## src/hdl/cpr_pkg.sv

```systemverilog
// Package for the clock path, reset and multiplier control block.
// Assumes a single 40 MHz system clock and an AXI4-Lite register master.
package cpr_pkg;
  // ----------------------------------------
  // Register map (byte addresses)
  // ----------------------------------------
  localparam logic [7:0] CPR_CALIB_ADDR = 8'h00;  // Calibrate trigger register
  localparam logic [7:0] CPR_RESET_ADDR = 8'h04;
  localparam logic [7:0] CPR_SMCLK_ADDR = 8'h08;
  localparam logic [7:0] CPR_DIVRST_ADDR = 8'h0c;
  localparam logic [7:0] CPR_MAIN_ADDR = 8'h10;
  localparam logic [7:0] CPR_CHAN_ADDR = 8'h14;
  localparam logic [7:0] CPR_STATUS_ADDR = 8'h18;
  // ----------------------------------------
  // Field positions and reset values
  // ----------------------------------------
  localparam int CPR_NCH = 4;
  localparam int CPR_CH_BITS = 5;            // Per channel: path, buffer, power[2:0]
  localparam int CPR_MODE_LSB = 0;
  localparam int CPR_CODE_LSB = 3;
  localparam int CPR_SMEN_BIT = 5;
  localparam int CPR_PRE_LSB = 6;
  localparam int CPR_SDIV_LSB = 0;
  localparam logic [1:0] CPR_MODE_BUF = 2'h0;
  localparam logic [1:0] CPR_MODE_DIV = 2'h1;
  localparam logic [1:0] CPR_MODE_MULT = 2'h2;
  localparam logic [2:0] CPR_DIV_RESERVED = 3'h0;
  localparam logic [3:0] CPR_PRE_RST = 4'h2;
  localparam logic [2:0] CPR_SDIV_RST = 3'h0;
  localparam logic [2:0] CPR_MULT_RST = 3'h2;
  localparam logic [2:0] CPR_PWR_RST = 3'h7;
  localparam logic [1:0] CPR_RESP_OKAY = 2'h0;
  localparam logic [1:0] CPR_RESP_SLVERR = 2'h2;
  // ----------------------------------------
  // Timing
  // ----------------------------------------
  localparam int CPR_CLK_MHZ = 40;
  localparam int CPR_CAL_US = 5000;          // First calibration runs CPR_CAL_CYC state machine clock ticks, about 10 ms with the reset divider settings
  localparam int CPR_CAL_CYC = CPR_CAL_US * CPR_CLK_MHZ;
  localparam int CPR_WDOG_CYC = 2 * CPR_CAL_CYC;
  localparam int CPR_SRST_CYC = 4;           // Soft reset pulse in cycles; a bus write arriving meanwhile waits until it ends
  typedef enum logic [1:0] {CPR_CAL_IDLE, CPR_CAL_RUN, CPR_CAL_LOCKED} cpr_cal_state_t;
  typedef struct packed {
    logic path_en;
    logic buf_en;
    logic [2:0] power;
  } cpr_chan_t;
  typedef struct packed {
    logic path_on;
    logic buf_on;
    logic [2:0] level;
  } cpr_chan_out_t;
endpackage

```

## src/hdl/cpr_ctrl.sv

```systemverilog
// Control logic for the main clock paths, resets and multiplier calibration.
// Assumes one clock domain; the input clock is modelled by the system clock for the
// state machine clock divider, and the multiplier core reports completion on cal_done.
`timescale 1ns/1ps
`default_nettype none
module cpr_ctrl
  import cpr_pkg::*;
#(
  parameter int WDOG_CYC = CPR_WDOG_CYC,
  parameter int CAL_CYC = CPR_CAL_CYC
) (
  input wire logic sys_clk,
  input wire logic reset_n,
  input wire logic [7:0] s_axi_awaddr,
  input wire logic s_axi_awvalid,
  output logic s_axi_awready,
  input wire logic [31:0] s_axi_wdata,
  input wire logic [3:0] s_axi_wstrb,
  input wire logic s_axi_wvalid,
  output logic s_axi_wready,
  output logic [1:0] s_axi_bresp,
  output logic s_axi_bvalid,
  input wire logic s_axi_bready,
  input wire logic [7:0] s_axi_araddr,
  input wire logic s_axi_arvalid,
  output logic s_axi_arready,
  output logic [31:0] s_axi_rdata,
  output logic [1:0] s_axi_rresp,
  output logic s_axi_rvalid,
  input wire logic s_axi_rready,
  input wire logic cal_done,
  output cpr_chan_out_t [CPR_NCH-1:0] chan_out,
  output logic [1:0] main_clock_mode_select,
  output logic [2:0] main_divide_ratio_m1,
  output logic [2:0] main_multiply_code,
  output logic divider_reset,
  output logic state_machine_clock,
  output logic cal_running,
  output logic readback_output_pin
);
  // ----------------------------------------
  // Registers
  // ----------------------------------------
  logic aw_held_reg, w_held_reg, bvalid_reg, rvalid_reg;
  logic [7:0] awaddr_reg;
  logic [31:0] wdata_reg, rdata_reg;
  logic [1:0] bresp_reg, rresp_reg;
  logic reset_bit_reg, divrst_reg, smen_reg;
  logic [1:0] mode_reg;
  logic [2:0] code_reg, sdiv_reg;
  logic [3:0] pre_reg;
  cpr_chan_t [CPR_NCH-1:0] chan_reg;
  logic [2:0] srst_cnt_reg;
  logic [31:0] wdog_reg, calcnt_reg;
  logic [11:0] smdiv_reg;
  logic smclk_reg, first_cal_reg, lock_reg;
  logic [1:0] last_mode_reg;
  cpr_cal_state_t cal_state_reg;

  // ----------------------------------------
  // Bus decode
  // ----------------------------------------
  wire soft_rst = srst_cnt_reg != 3'h0;
  wire do_write = aw_held_reg && w_held_reg && !bvalid_reg && !soft_rst;
  wire wsel_calib = awaddr_reg == CPR_CALIB_ADDR;
  wire wsel_reset = awaddr_reg == CPR_RESET_ADDR;
  wire wsel_smclk = awaddr_reg == CPR_SMCLK_ADDR;
  wire wsel_divrst = awaddr_reg == CPR_DIVRST_ADDR;
  wire wsel_main = awaddr_reg == CPR_MAIN_ADDR;
  wire wsel_chan = awaddr_reg == CPR_CHAN_ADDR;
  wire wsel_ok = wsel_calib | wsel_reset | wsel_smclk | wsel_divrst | wsel_main | wsel_chan;
  // Every write is a full word; byte strobes carry no meaning for these registers
  wire wr_all = do_write;
  wire start_rst = wr_all && wsel_reset && wdata_reg[0];
  wire cal_req = wr_all && wsel_calib;
  wire [2:0] div_code_ok = (wdata_reg[CPR_CODE_LSB +: 3] == CPR_DIV_RESERVED) ? 3'h1 :
                           wdata_reg[CPR_CODE_LSB +: 3];
  wire rd_go = s_axi_arvalid && !rvalid_reg;
  wire [31:0] chan_word;
  genvar gi;
  generate
    for (gi = 0; gi < CPR_NCH; gi++) begin : g_ch
      assign chan_word[gi*8 +: 8] = {3'h0, chan_reg[gi]};
      assign chan_out[gi].path_on = chan_reg[gi].path_en;
      assign chan_out[gi].buf_on = chan_reg[gi].path_en && chan_reg[gi].buf_en;
      assign chan_out[gi].level = chan_out[gi].buf_on ? chan_reg[gi].power : 3'h0;
    end
  endgenerate
  logic [31:0] rd_word;
  logic rd_ok;
  always_comb begin
    rd_ok = 1'b1;
    unique case (s_axi_araddr)
      CPR_CALIB_ADDR: rd_word = 32'h0;
      CPR_RESET_ADDR: rd_word = {31'h0, reset_bit_reg};
      CPR_SMCLK_ADDR: rd_word = {22'h0, pre_reg, smen_reg, 2'h0, sdiv_reg};
      CPR_DIVRST_ADDR: rd_word = {31'h0, divrst_reg};
      CPR_MAIN_ADDR: rd_word = {26'h0, code_reg, 1'b0, mode_reg};
      CPR_CHAN_ADDR: rd_word = chan_word;
      CPR_STATUS_ADDR: rd_word = {29'h0, cal_state_reg == CPR_CAL_RUN, smen_reg, lock_reg};
      default: begin
        rd_word = 32'h0;
        rd_ok = 1'b0;
      end
    endcase
  end

  assign s_axi_awready = !aw_held_reg;
  assign s_axi_wready = !w_held_reg;
  assign s_axi_arready = !rvalid_reg;
  assign s_axi_bvalid = bvalid_reg;
  assign s_axi_bresp = bresp_reg;
  assign s_axi_rvalid = rvalid_reg;
  assign s_axi_rdata = rdata_reg;
  assign s_axi_rresp = rresp_reg;

  // ----------------------------------------
  // AXI4-Lite handshake
  // ----------------------------------------
  always_ff @(posedge sys_clk or negedge reset_n) begin
    if (!reset_n) begin
      aw_held_reg <= 1'b0;
      w_held_reg <= 1'b0;
      awaddr_reg <= 8'h00;
      wdata_reg <= 32'h0;
      bvalid_reg <= 1'b0;
      bresp_reg <= CPR_RESP_OKAY;
      rvalid_reg <= 1'b0;
      rdata_reg <= 32'h0;
      rresp_reg <= CPR_RESP_OKAY;
    end else begin
      if (s_axi_awvalid && !aw_held_reg) begin
        aw_held_reg <= 1'b1;
        awaddr_reg <= {s_axi_awaddr[7:2], 2'b00};
      end else if (do_write) begin
        aw_held_reg <= 1'b0;
      end
      if (s_axi_wvalid && !w_held_reg) begin
        w_held_reg <= 1'b1;
        wdata_reg <= s_axi_wdata;
      end else if (do_write) begin
        w_held_reg <= 1'b0;
      end
      if (do_write) begin
        bvalid_reg <= 1'b1;
        bresp_reg <= wsel_ok ? CPR_RESP_OKAY : CPR_RESP_SLVERR;
      end else if (s_axi_bready) begin
        bvalid_reg <= 1'b0;
      end
      if (rd_go) begin
        rvalid_reg <= 1'b1;
        rdata_reg <= rd_word;
        rresp_reg <= rd_ok ? CPR_RESP_OKAY : CPR_RESP_SLVERR;
      end else if (s_axi_rready) begin
        rvalid_reg <= 1'b0;
      end
    end
  end

  // ----------------------------------------
  // Control registers and soft reset
  // ----------------------------------------
  // Soft reset holds off writes for a few cycles, so it always lands before the next one.
  always_ff @(posedge sys_clk or negedge reset_n) begin
    if (!reset_n) begin
      srst_cnt_reg <= 3'h0;
      reset_bit_reg <= 1'b0;
    end else begin
      if (start_rst) begin
        srst_cnt_reg <= 3'(CPR_SRST_CYC);
      end else if (soft_rst) begin
        srst_cnt_reg <= srst_cnt_reg - 3'h1;
      end
      if (wr_all && wsel_ok) begin
        reset_bit_reg <= wsel_reset ? wdata_reg[0] : 1'b0;
      end
    end
  end

  always_ff @(posedge sys_clk or negedge reset_n) begin
    if (!reset_n) begin
      mode_reg <= CPR_MODE_BUF;
      code_reg <= CPR_MULT_RST;
      smen_reg <= 1'b1;
      pre_reg <= CPR_PRE_RST;
      sdiv_reg <= CPR_SDIV_RST;
      divrst_reg <= 1'b0;
      for (int i = 0; i < CPR_NCH; i++) begin
        chan_reg[i] <= '{1'b1, 1'b1, CPR_PWR_RST};
      end
    end else if (soft_rst) begin
      mode_reg <= CPR_MODE_BUF;
      code_reg <= CPR_MULT_RST;
      smen_reg <= 1'b1;
      pre_reg <= CPR_PRE_RST;
      sdiv_reg <= CPR_SDIV_RST;
      divrst_reg <= 1'b0;
      for (int i = 0; i < CPR_NCH; i++) begin
        chan_reg[i] <= '{1'b1, 1'b1, CPR_PWR_RST};
      end
    end else if (wr_all) begin
      if (wsel_main) begin
        mode_reg <= wdata_reg[CPR_MODE_LSB +: 2];
        code_reg <= (wdata_reg[CPR_MODE_LSB +: 2] == CPR_MODE_DIV) ? div_code_ok :
                    wdata_reg[CPR_CODE_LSB +: 3];
      end
      if (wsel_smclk) begin
        smen_reg <= wdata_reg[CPR_SMEN_BIT];
        pre_reg <= wdata_reg[CPR_PRE_LSB +: 4];
        sdiv_reg <= wdata_reg[CPR_SDIV_LSB +: 3];
      end
      if (wsel_divrst) begin
        divrst_reg <= wdata_reg[0];
      end
      if (wsel_chan) begin
        for (int i = 0; i < CPR_NCH; i++) begin
          chan_reg[i] <= wdata_reg[i*8 +: CPR_CH_BITS];
        end
      end
    end
  end

  assign main_clock_mode_select = mode_reg;
  assign main_divide_ratio_m1 = (mode_reg == CPR_MODE_DIV) ? code_reg : 3'h0;
  assign main_multiply_code = (mode_reg == CPR_MODE_MULT) ? code_reg : 3'h0;
  assign divider_reset = divrst_reg || soft_rst;

  // ----------------------------------------
  // State machine clock divider
  // ----------------------------------------
  // Half period is prediv times 2**div / 2 input cycles; prediv of 1 would be odd, so floor at one.
  wire [11:0] sm_half = 12'(({8'h0, pre_reg} << sdiv_reg) >> 1);
  wire [11:0] sm_limit = (sm_half == 12'h0) ? 12'h0 : sm_half - 12'h1;
  always_ff @(posedge sys_clk or negedge reset_n) begin
    if (!reset_n) begin
      smdiv_reg <= 12'h0;
      smclk_reg <= 1'b0;
    end else if (!smen_reg || soft_rst) begin
      smdiv_reg <= 12'h0;
      smclk_reg <= 1'b0;
    end else if (smdiv_reg >= sm_limit) begin
      smdiv_reg <= 12'h0;
      smclk_reg <= !smclk_reg;
    end else begin
      smdiv_reg <= smdiv_reg + 12'h1;
    end
  end
  assign state_machine_clock = smclk_reg;
  wire sm_tick = smen_reg && !soft_rst && smdiv_reg >= sm_limit && !smclk_reg;

  // ----------------------------------------
  // Calibration and watchdog
  // ----------------------------------------
  wire cal_finish = cal_done || (calcnt_reg == 32'h0 && first_cal_reg);
  wire wdog_out = wdog_reg == 32'h0;
  always_ff @(posedge sys_clk or negedge reset_n) begin
    if (!reset_n) begin
      cal_state_reg <= CPR_CAL_IDLE;
      wdog_reg <= 32'h0;
      calcnt_reg <= 32'h0;
      first_cal_reg <= 1'b1;
      lock_reg <= 1'b0;
      last_mode_reg <= CPR_MODE_BUF;
    end else if (soft_rst) begin
      cal_state_reg <= CPR_CAL_IDLE;
      first_cal_reg <= 1'b1;
      lock_reg <= 1'b0;
      last_mode_reg <= CPR_MODE_BUF;
    end else begin
      unique case (cal_state_reg)
        CPR_CAL_IDLE, CPR_CAL_LOCKED: begin
          if (cal_req && mode_reg == CPR_MODE_MULT) begin
            cal_state_reg <= CPR_CAL_RUN;
            lock_reg <= 1'b0;
            wdog_reg <= 32'(WDOG_CYC);
            calcnt_reg <= first_cal_reg ? 32'(CAL_CYC) : 32'h0;
          end
        end
        CPR_CAL_RUN: begin
          if (sm_tick) begin
            if (cal_finish) begin
              cal_state_reg <= CPR_CAL_LOCKED;
              lock_reg <= 1'b1;
              first_cal_reg <= 1'b0;
            end else if (wdog_out) begin
              wdog_reg <= 32'(WDOG_CYC);
              calcnt_reg <= first_cal_reg ? 32'(CAL_CYC) : 32'h0;
            end else begin
              wdog_reg <= wdog_reg - 32'h1;
              if (calcnt_reg != 32'h0) begin
                calcnt_reg <= calcnt_reg - 32'h1;
              end
            end
          end
        end
        default: cal_state_reg <= CPR_CAL_IDLE;
      endcase
      // A mode change in the cycle a calibration ends still forces the next one long
      if (mode_reg != last_mode_reg) begin
        first_cal_reg <= 1'b1;
        last_mode_reg <= mode_reg;
      end
      if (mode_reg != CPR_MODE_MULT) begin
        lock_reg <= 1'b0;
      end
    end
  end
  assign cal_running = cal_state_reg == CPR_CAL_RUN;
  assign readback_output_pin = lock_reg && smen_reg;

  // ----------------------------------------
  // Checks
  // ----------------------------------------
  chk_path_off_buf: assert property (@(posedge sys_clk) disable iff (!reset_n)
    !chan_reg[0].path_en |-> !chan_out[0].buf_on && !chan_out[0].path_on)
    else $error("buffer on with path off");
  chk_buf_level: assert property (@(posedge sys_clk) disable iff (!reset_n)
    chan_reg[1].path_en && chan_reg[1].buf_en |-> chan_out[1].level == chan_reg[1].power)
    else $error("buffer level mismatch");
  chk_soft_defaults: assert property (@(posedge sys_clk) disable iff (!reset_n)
    start_rst |=> ##1 mode_reg == CPR_MODE_BUF && smen_reg)
    else $error("soft reset did not restore defaults");
  chk_write_blocked: assert property (@(posedge sys_clk) disable iff (!reset_n)
    soft_rst |-> !do_write)
    else $error("write taken during soft reset");
  chk_reset_bit_clear: assert property (@(posedge sys_clk) disable iff (!reset_n)
    wr_all && wsel_ok && !wsel_reset |=> !reset_bit_reg)
    else $error("reset bit not cleared");
  chk_cal_start: assert property (@(posedge sys_clk) disable iff (!reset_n)
    cal_req && mode_reg == CPR_MODE_MULT && !soft_rst |=> cal_running && !lock_reg)
    else $error("calibration did not start");
  chk_div_code: assert property (@(posedge sys_clk) disable iff (!reset_n)
    mode_reg == CPR_MODE_DIV |-> main_divide_ratio_m1 != CPR_DIV_RESERVED)
    else $error("reserved divide code in use");
  chk_lock_pin: assert property (@(posedge sys_clk) disable iff (!reset_n)
    cal_running |-> !readback_output_pin)
    else $error("lock pin high during calibration");
  chk_wdog_restart: assert property (@(posedge sys_clk) disable iff (!reset_n)
    cal_running && sm_tick && !cal_finish && wdog_out && !soft_rst |=> cal_running && wdog_reg == 32'(WDOG_CYC))
    else $error("watchdog did not restart calibration");
endmodule
`default_nettype wire

```

## config.mk

```make
export PLATFORM = sky130hd
export DESIGN_NAME = cpr_ctrl
export DESIGN_NICKNAME = d
export VERILOG_FILES = /design/src/hdl/cpr_pkg.sv /design/src/hdl/cpr_ctrl.sv
export SDC_FILE = /design/constraint.sdc
export NUM_CORES = 1
export LEC_CHECK = 0
export ABC_AREA = 1
export BUFFER_PORTS_ARGS = -buffer_cell sky130_fd_sc_hd__buf_2
export CORE_AREA = 5 5 155 157
export DETAILED_ROUTE_END_ITERATION = 6
export DIE_AREA = 0 0 160 162
export HOLD_SLACK_MARGIN = 0.08
export PLACE_DENSITY = 0.74
export SYNTH_ARGS = -nofsm -noshare
export SYNTH_HDL_FRONTEND = slang
export SYNTH_SLANG_ARGS = --single-unit
```

## constraint.sdc

```tcl
create_clock -name sys_clk -period 3.6 [get_ports sys_clk]
set_input_delay 0.72 -clock sys_clk [delete_from_list [all_inputs] [get_ports sys_clk]]
set_output_delay 0.72 -clock sys_clk [all_outputs]
set_load 0.02 [all_outputs]
```

==> flow_summary_export.csv <==
group,metric,value,unit
route,vias_per_cell,5.295,
power_and_ir_drop,leakagePower,6.759,nW
grt,grt_usage,0.2027,
logic_synthesis,synth_area,0.01083,mm^2
worst_setup_path,reg2reg_slack,0.24,ns
clocking,tritoncts,"done",
timing,finalSetupTns,0,ns
timing,clock.fmax,0.2972,GHz
route,ant_nets,0,
grt,grt_pass1_wl,44030,um
route,wl_per_cell,14.60,um
timing,post-route-period-util,0.9347,
power_and_ir_drop,ir_drop,0.4537,mV
worst_setup_path,path_class,"reg -> reg",
grt,overflow,0,
power_and_ir_drop,finalPower,6.474,mW
flow_run,drv_cap,0,
layout,mostFrequentLayoutCells,"377 x nand2_1, 216 x nor2_1, 154 x dfrtp_1, 128 x inv_1, 105 x buf_2",
floorplan,num_rows,55,
route,firstDrtPassIters,5,
placed_design,dp_slack,-0.03342,ns
logic_synthesis,yosysSeqAreaShare,0.4165,
timing,drv_slew,0,
logic_synthesis,synth-warning-count,0,
placed_design,port_buffers,106,
clocking,cts-root-buf,"clkbuf_16",
placed_design,routabilityCongestion,0.9133,
grt,grt_max_degree,72,
worst_setup_path,cpPeakStageDelay,0.53,ns
logic_synthesis,synth_cell_types,48,
floorplan,die_area,0.02592,mm^2
floorplan,io_pins,133,
hold_path,hp-class,"in -> async",
timing,fin_ws,0.2351,ns
worst_setup_path,crit_fanout,8,
worst_setup_path,critical_path.startpoint,"pre_reg[1]",
route,drt_wl_total,26730,um
layout,syn_to_final_growth,14.58,%
clocking,htreeDepth,4,
clocking,cts_inserted_buffers,17,
route,vias,9696,
floorplan,die_x,160,um
grt,grt_pass1_vias,9148,
clocking,clk_pin_slew,0.09,ns
floorplan,die_h,162,um
timing,setup_viol,0,
worst_setup_path,reg2reg_depth,25,
worst_setup_path,r2r-start,"pre_reg[1]",
timing,clock-skew-final,0.01382,ns
floorplan,coreArea,0.02237,mm^2
worst_setup_path,crit_path_frequent_cell,"nand2_1",
layout,drive_gt1_frac,0.1942,
clocking,insertion_delay,0.45,ns
logic_synthesis,synth-seq-cells,179,
timing,period_needed,3.365,ns
logic_synthesis,postSynthAreaPerCell,7.539,um^2
timing,hold_viol,0,
layout,layout_commonest_cell,"nand2_1",
worst_setup_path,slowest_stage,"dfstp_2",
route,drtIter0Drc,596,
layout,post-route-util,0.5547,
logic_synthesis,netlist_instances,1436,
placed_design,dpl.hpwl,18890,um
worst_setup_path,startpoint_type,"flop",
clocking,clkSinkCount,179,
timing,relSlewSlack,0.2286,
worst_setup_path,arrival,3.70,ns
worst_setup_path,crit_required,3.93,ns
layout,finish.net_count,1611,
worst_setup_path,r2r_end,"wdog_reg[13]",
floorplan,initial_core_util,0.4841,
power_and_ir_drop,powerDensity,521.8,mW/mm^2
grt,antenna_found_initial,3,
status,status,"complete, no violations",
clocking,ctsHoldBuffers,0,
clocking,clockBufferDepth,2,
worst_setup_path,endpoint_kind,"flop",
timing,worst_slew_pin_slew,1.157,ns
route,drc_errors,0,
## how the worst max path moves through the flow
stage | end | slack [ns] | depth (start not counted)
CTS | wdog_reg[5] | 0.03 | 25
global route | wdog_reg[13] | -0.05 | 25
detailed placement | wdog_reg[21] | -0.03 | 25
finish | wdog_reg[13] | 0.24 | 25
global placement | wdog_reg[8] | 0.06 | 25
floorplan | calcnt_reg[11] | 0.33 | 24
## Yosys cell counts (all sizes together)
cell type,number,share of area
nand2,395,0.14
nor2,238,0.092
dfrtp,155,0.36
inv,136,0.047
nand3,121,0.070
o21ai,82,0.039
buf,39,0.025
nor3,36,0.018
xor2,28,0.023
dfstp,24,0.058
clkbuf,23,0.0080
a21oi,21,0.0097
ha,19,0.022
o31ai,19,0.014
mux2,18,0.019
nand4,18,0.012
o21bai,12,0.0083
o22ai,11,0.0064
xnor2,11,0.0089
or2,6,0.0035
nand3b,5,0.0035
nor3b,5,0.0035
o21a,3,0.0021
a211oi,2,0.0014
a22oi,2,0.0014
conb,2,0.00069
a21o,1,0.00069
a31o,1,0.00081
and2,1,0.00058
mux2i,1,0.00092
nor4,1,0.00058
## power by group
part | internal [mW] | switching [mW] | leakage [nW]
clock network | 0.973 | 0.992 | 0.306
registers | 2.41 | 0.193 | 2.32
logic | 0.610 | 1.30 | 4.14
total | 3.99 | 2.48 | 6.76
## routing by layer
layer  GRT usage  vias to the layer above  share of wire
li1            -                     4783              -
met1      0.2686                     4578           0.44
met2      0.3380                      275           0.48
met3     0.03451                       56          0.052
met4     0.07079                        4          0.024
met5           0                        -        0.00097
## kinds of logic (layout without fill, tap and decap cells)
kind of cell    after synthesis  count (layout)  share of synthesized area
compound gates              154             154                    0.08332
other cells                   2              13                  0.0006937
flops                       179             179                     0.4165
buf+inv                     198             297                    0.07986
mux                          19              19                    0.01965
fa+ha+maj                    19              19                    0.02196
xor+xnor                     39              39                    0.03155
simple gates                826             826                     0.3465
## final cells by class
type,instances,area (um^2)
timing repair buffer,129,810.8
tap,285,356.6
clock inverter,15,216.5
inverter,136,510.5
clock buffer,17,425.4
fill,2054,9960
multi-input combinational,1069,5573
sequential,179,4511
antenna,1,2.502
## worst max-delay path: cells and delay by family (launching register included)
family | cells | cell delay (ns)
and+or+nand+nor | 16 | 1.41
DFF | 1 | 0.53
AOI/OAI and AO/OA | 4 | 0.51
adders and majority gates | 2 | 0.50
buffers and inverters | 3 | 0.30
## stage by stage
step	std cells	cell area (um^2)	hold WS (ns)
after CTS	1825	12260	0.2002
after floorplan	1446	10860	0.4244
after global routing	1831	12410	0.2273
after detailed placement	1793	11620	0.4611
after global placement	1793	11620	0.4562
final	1831	12410	0.1924
## repair_timing
action                                  CTS  global route
pin swaps                                 0             9
resized for setup                         2            23
endpoints found under the setup margin   54            67
gates cloned                              0             3
setup buffers                             0             2
Note: power is estimated with default switching activity, not from simulation.
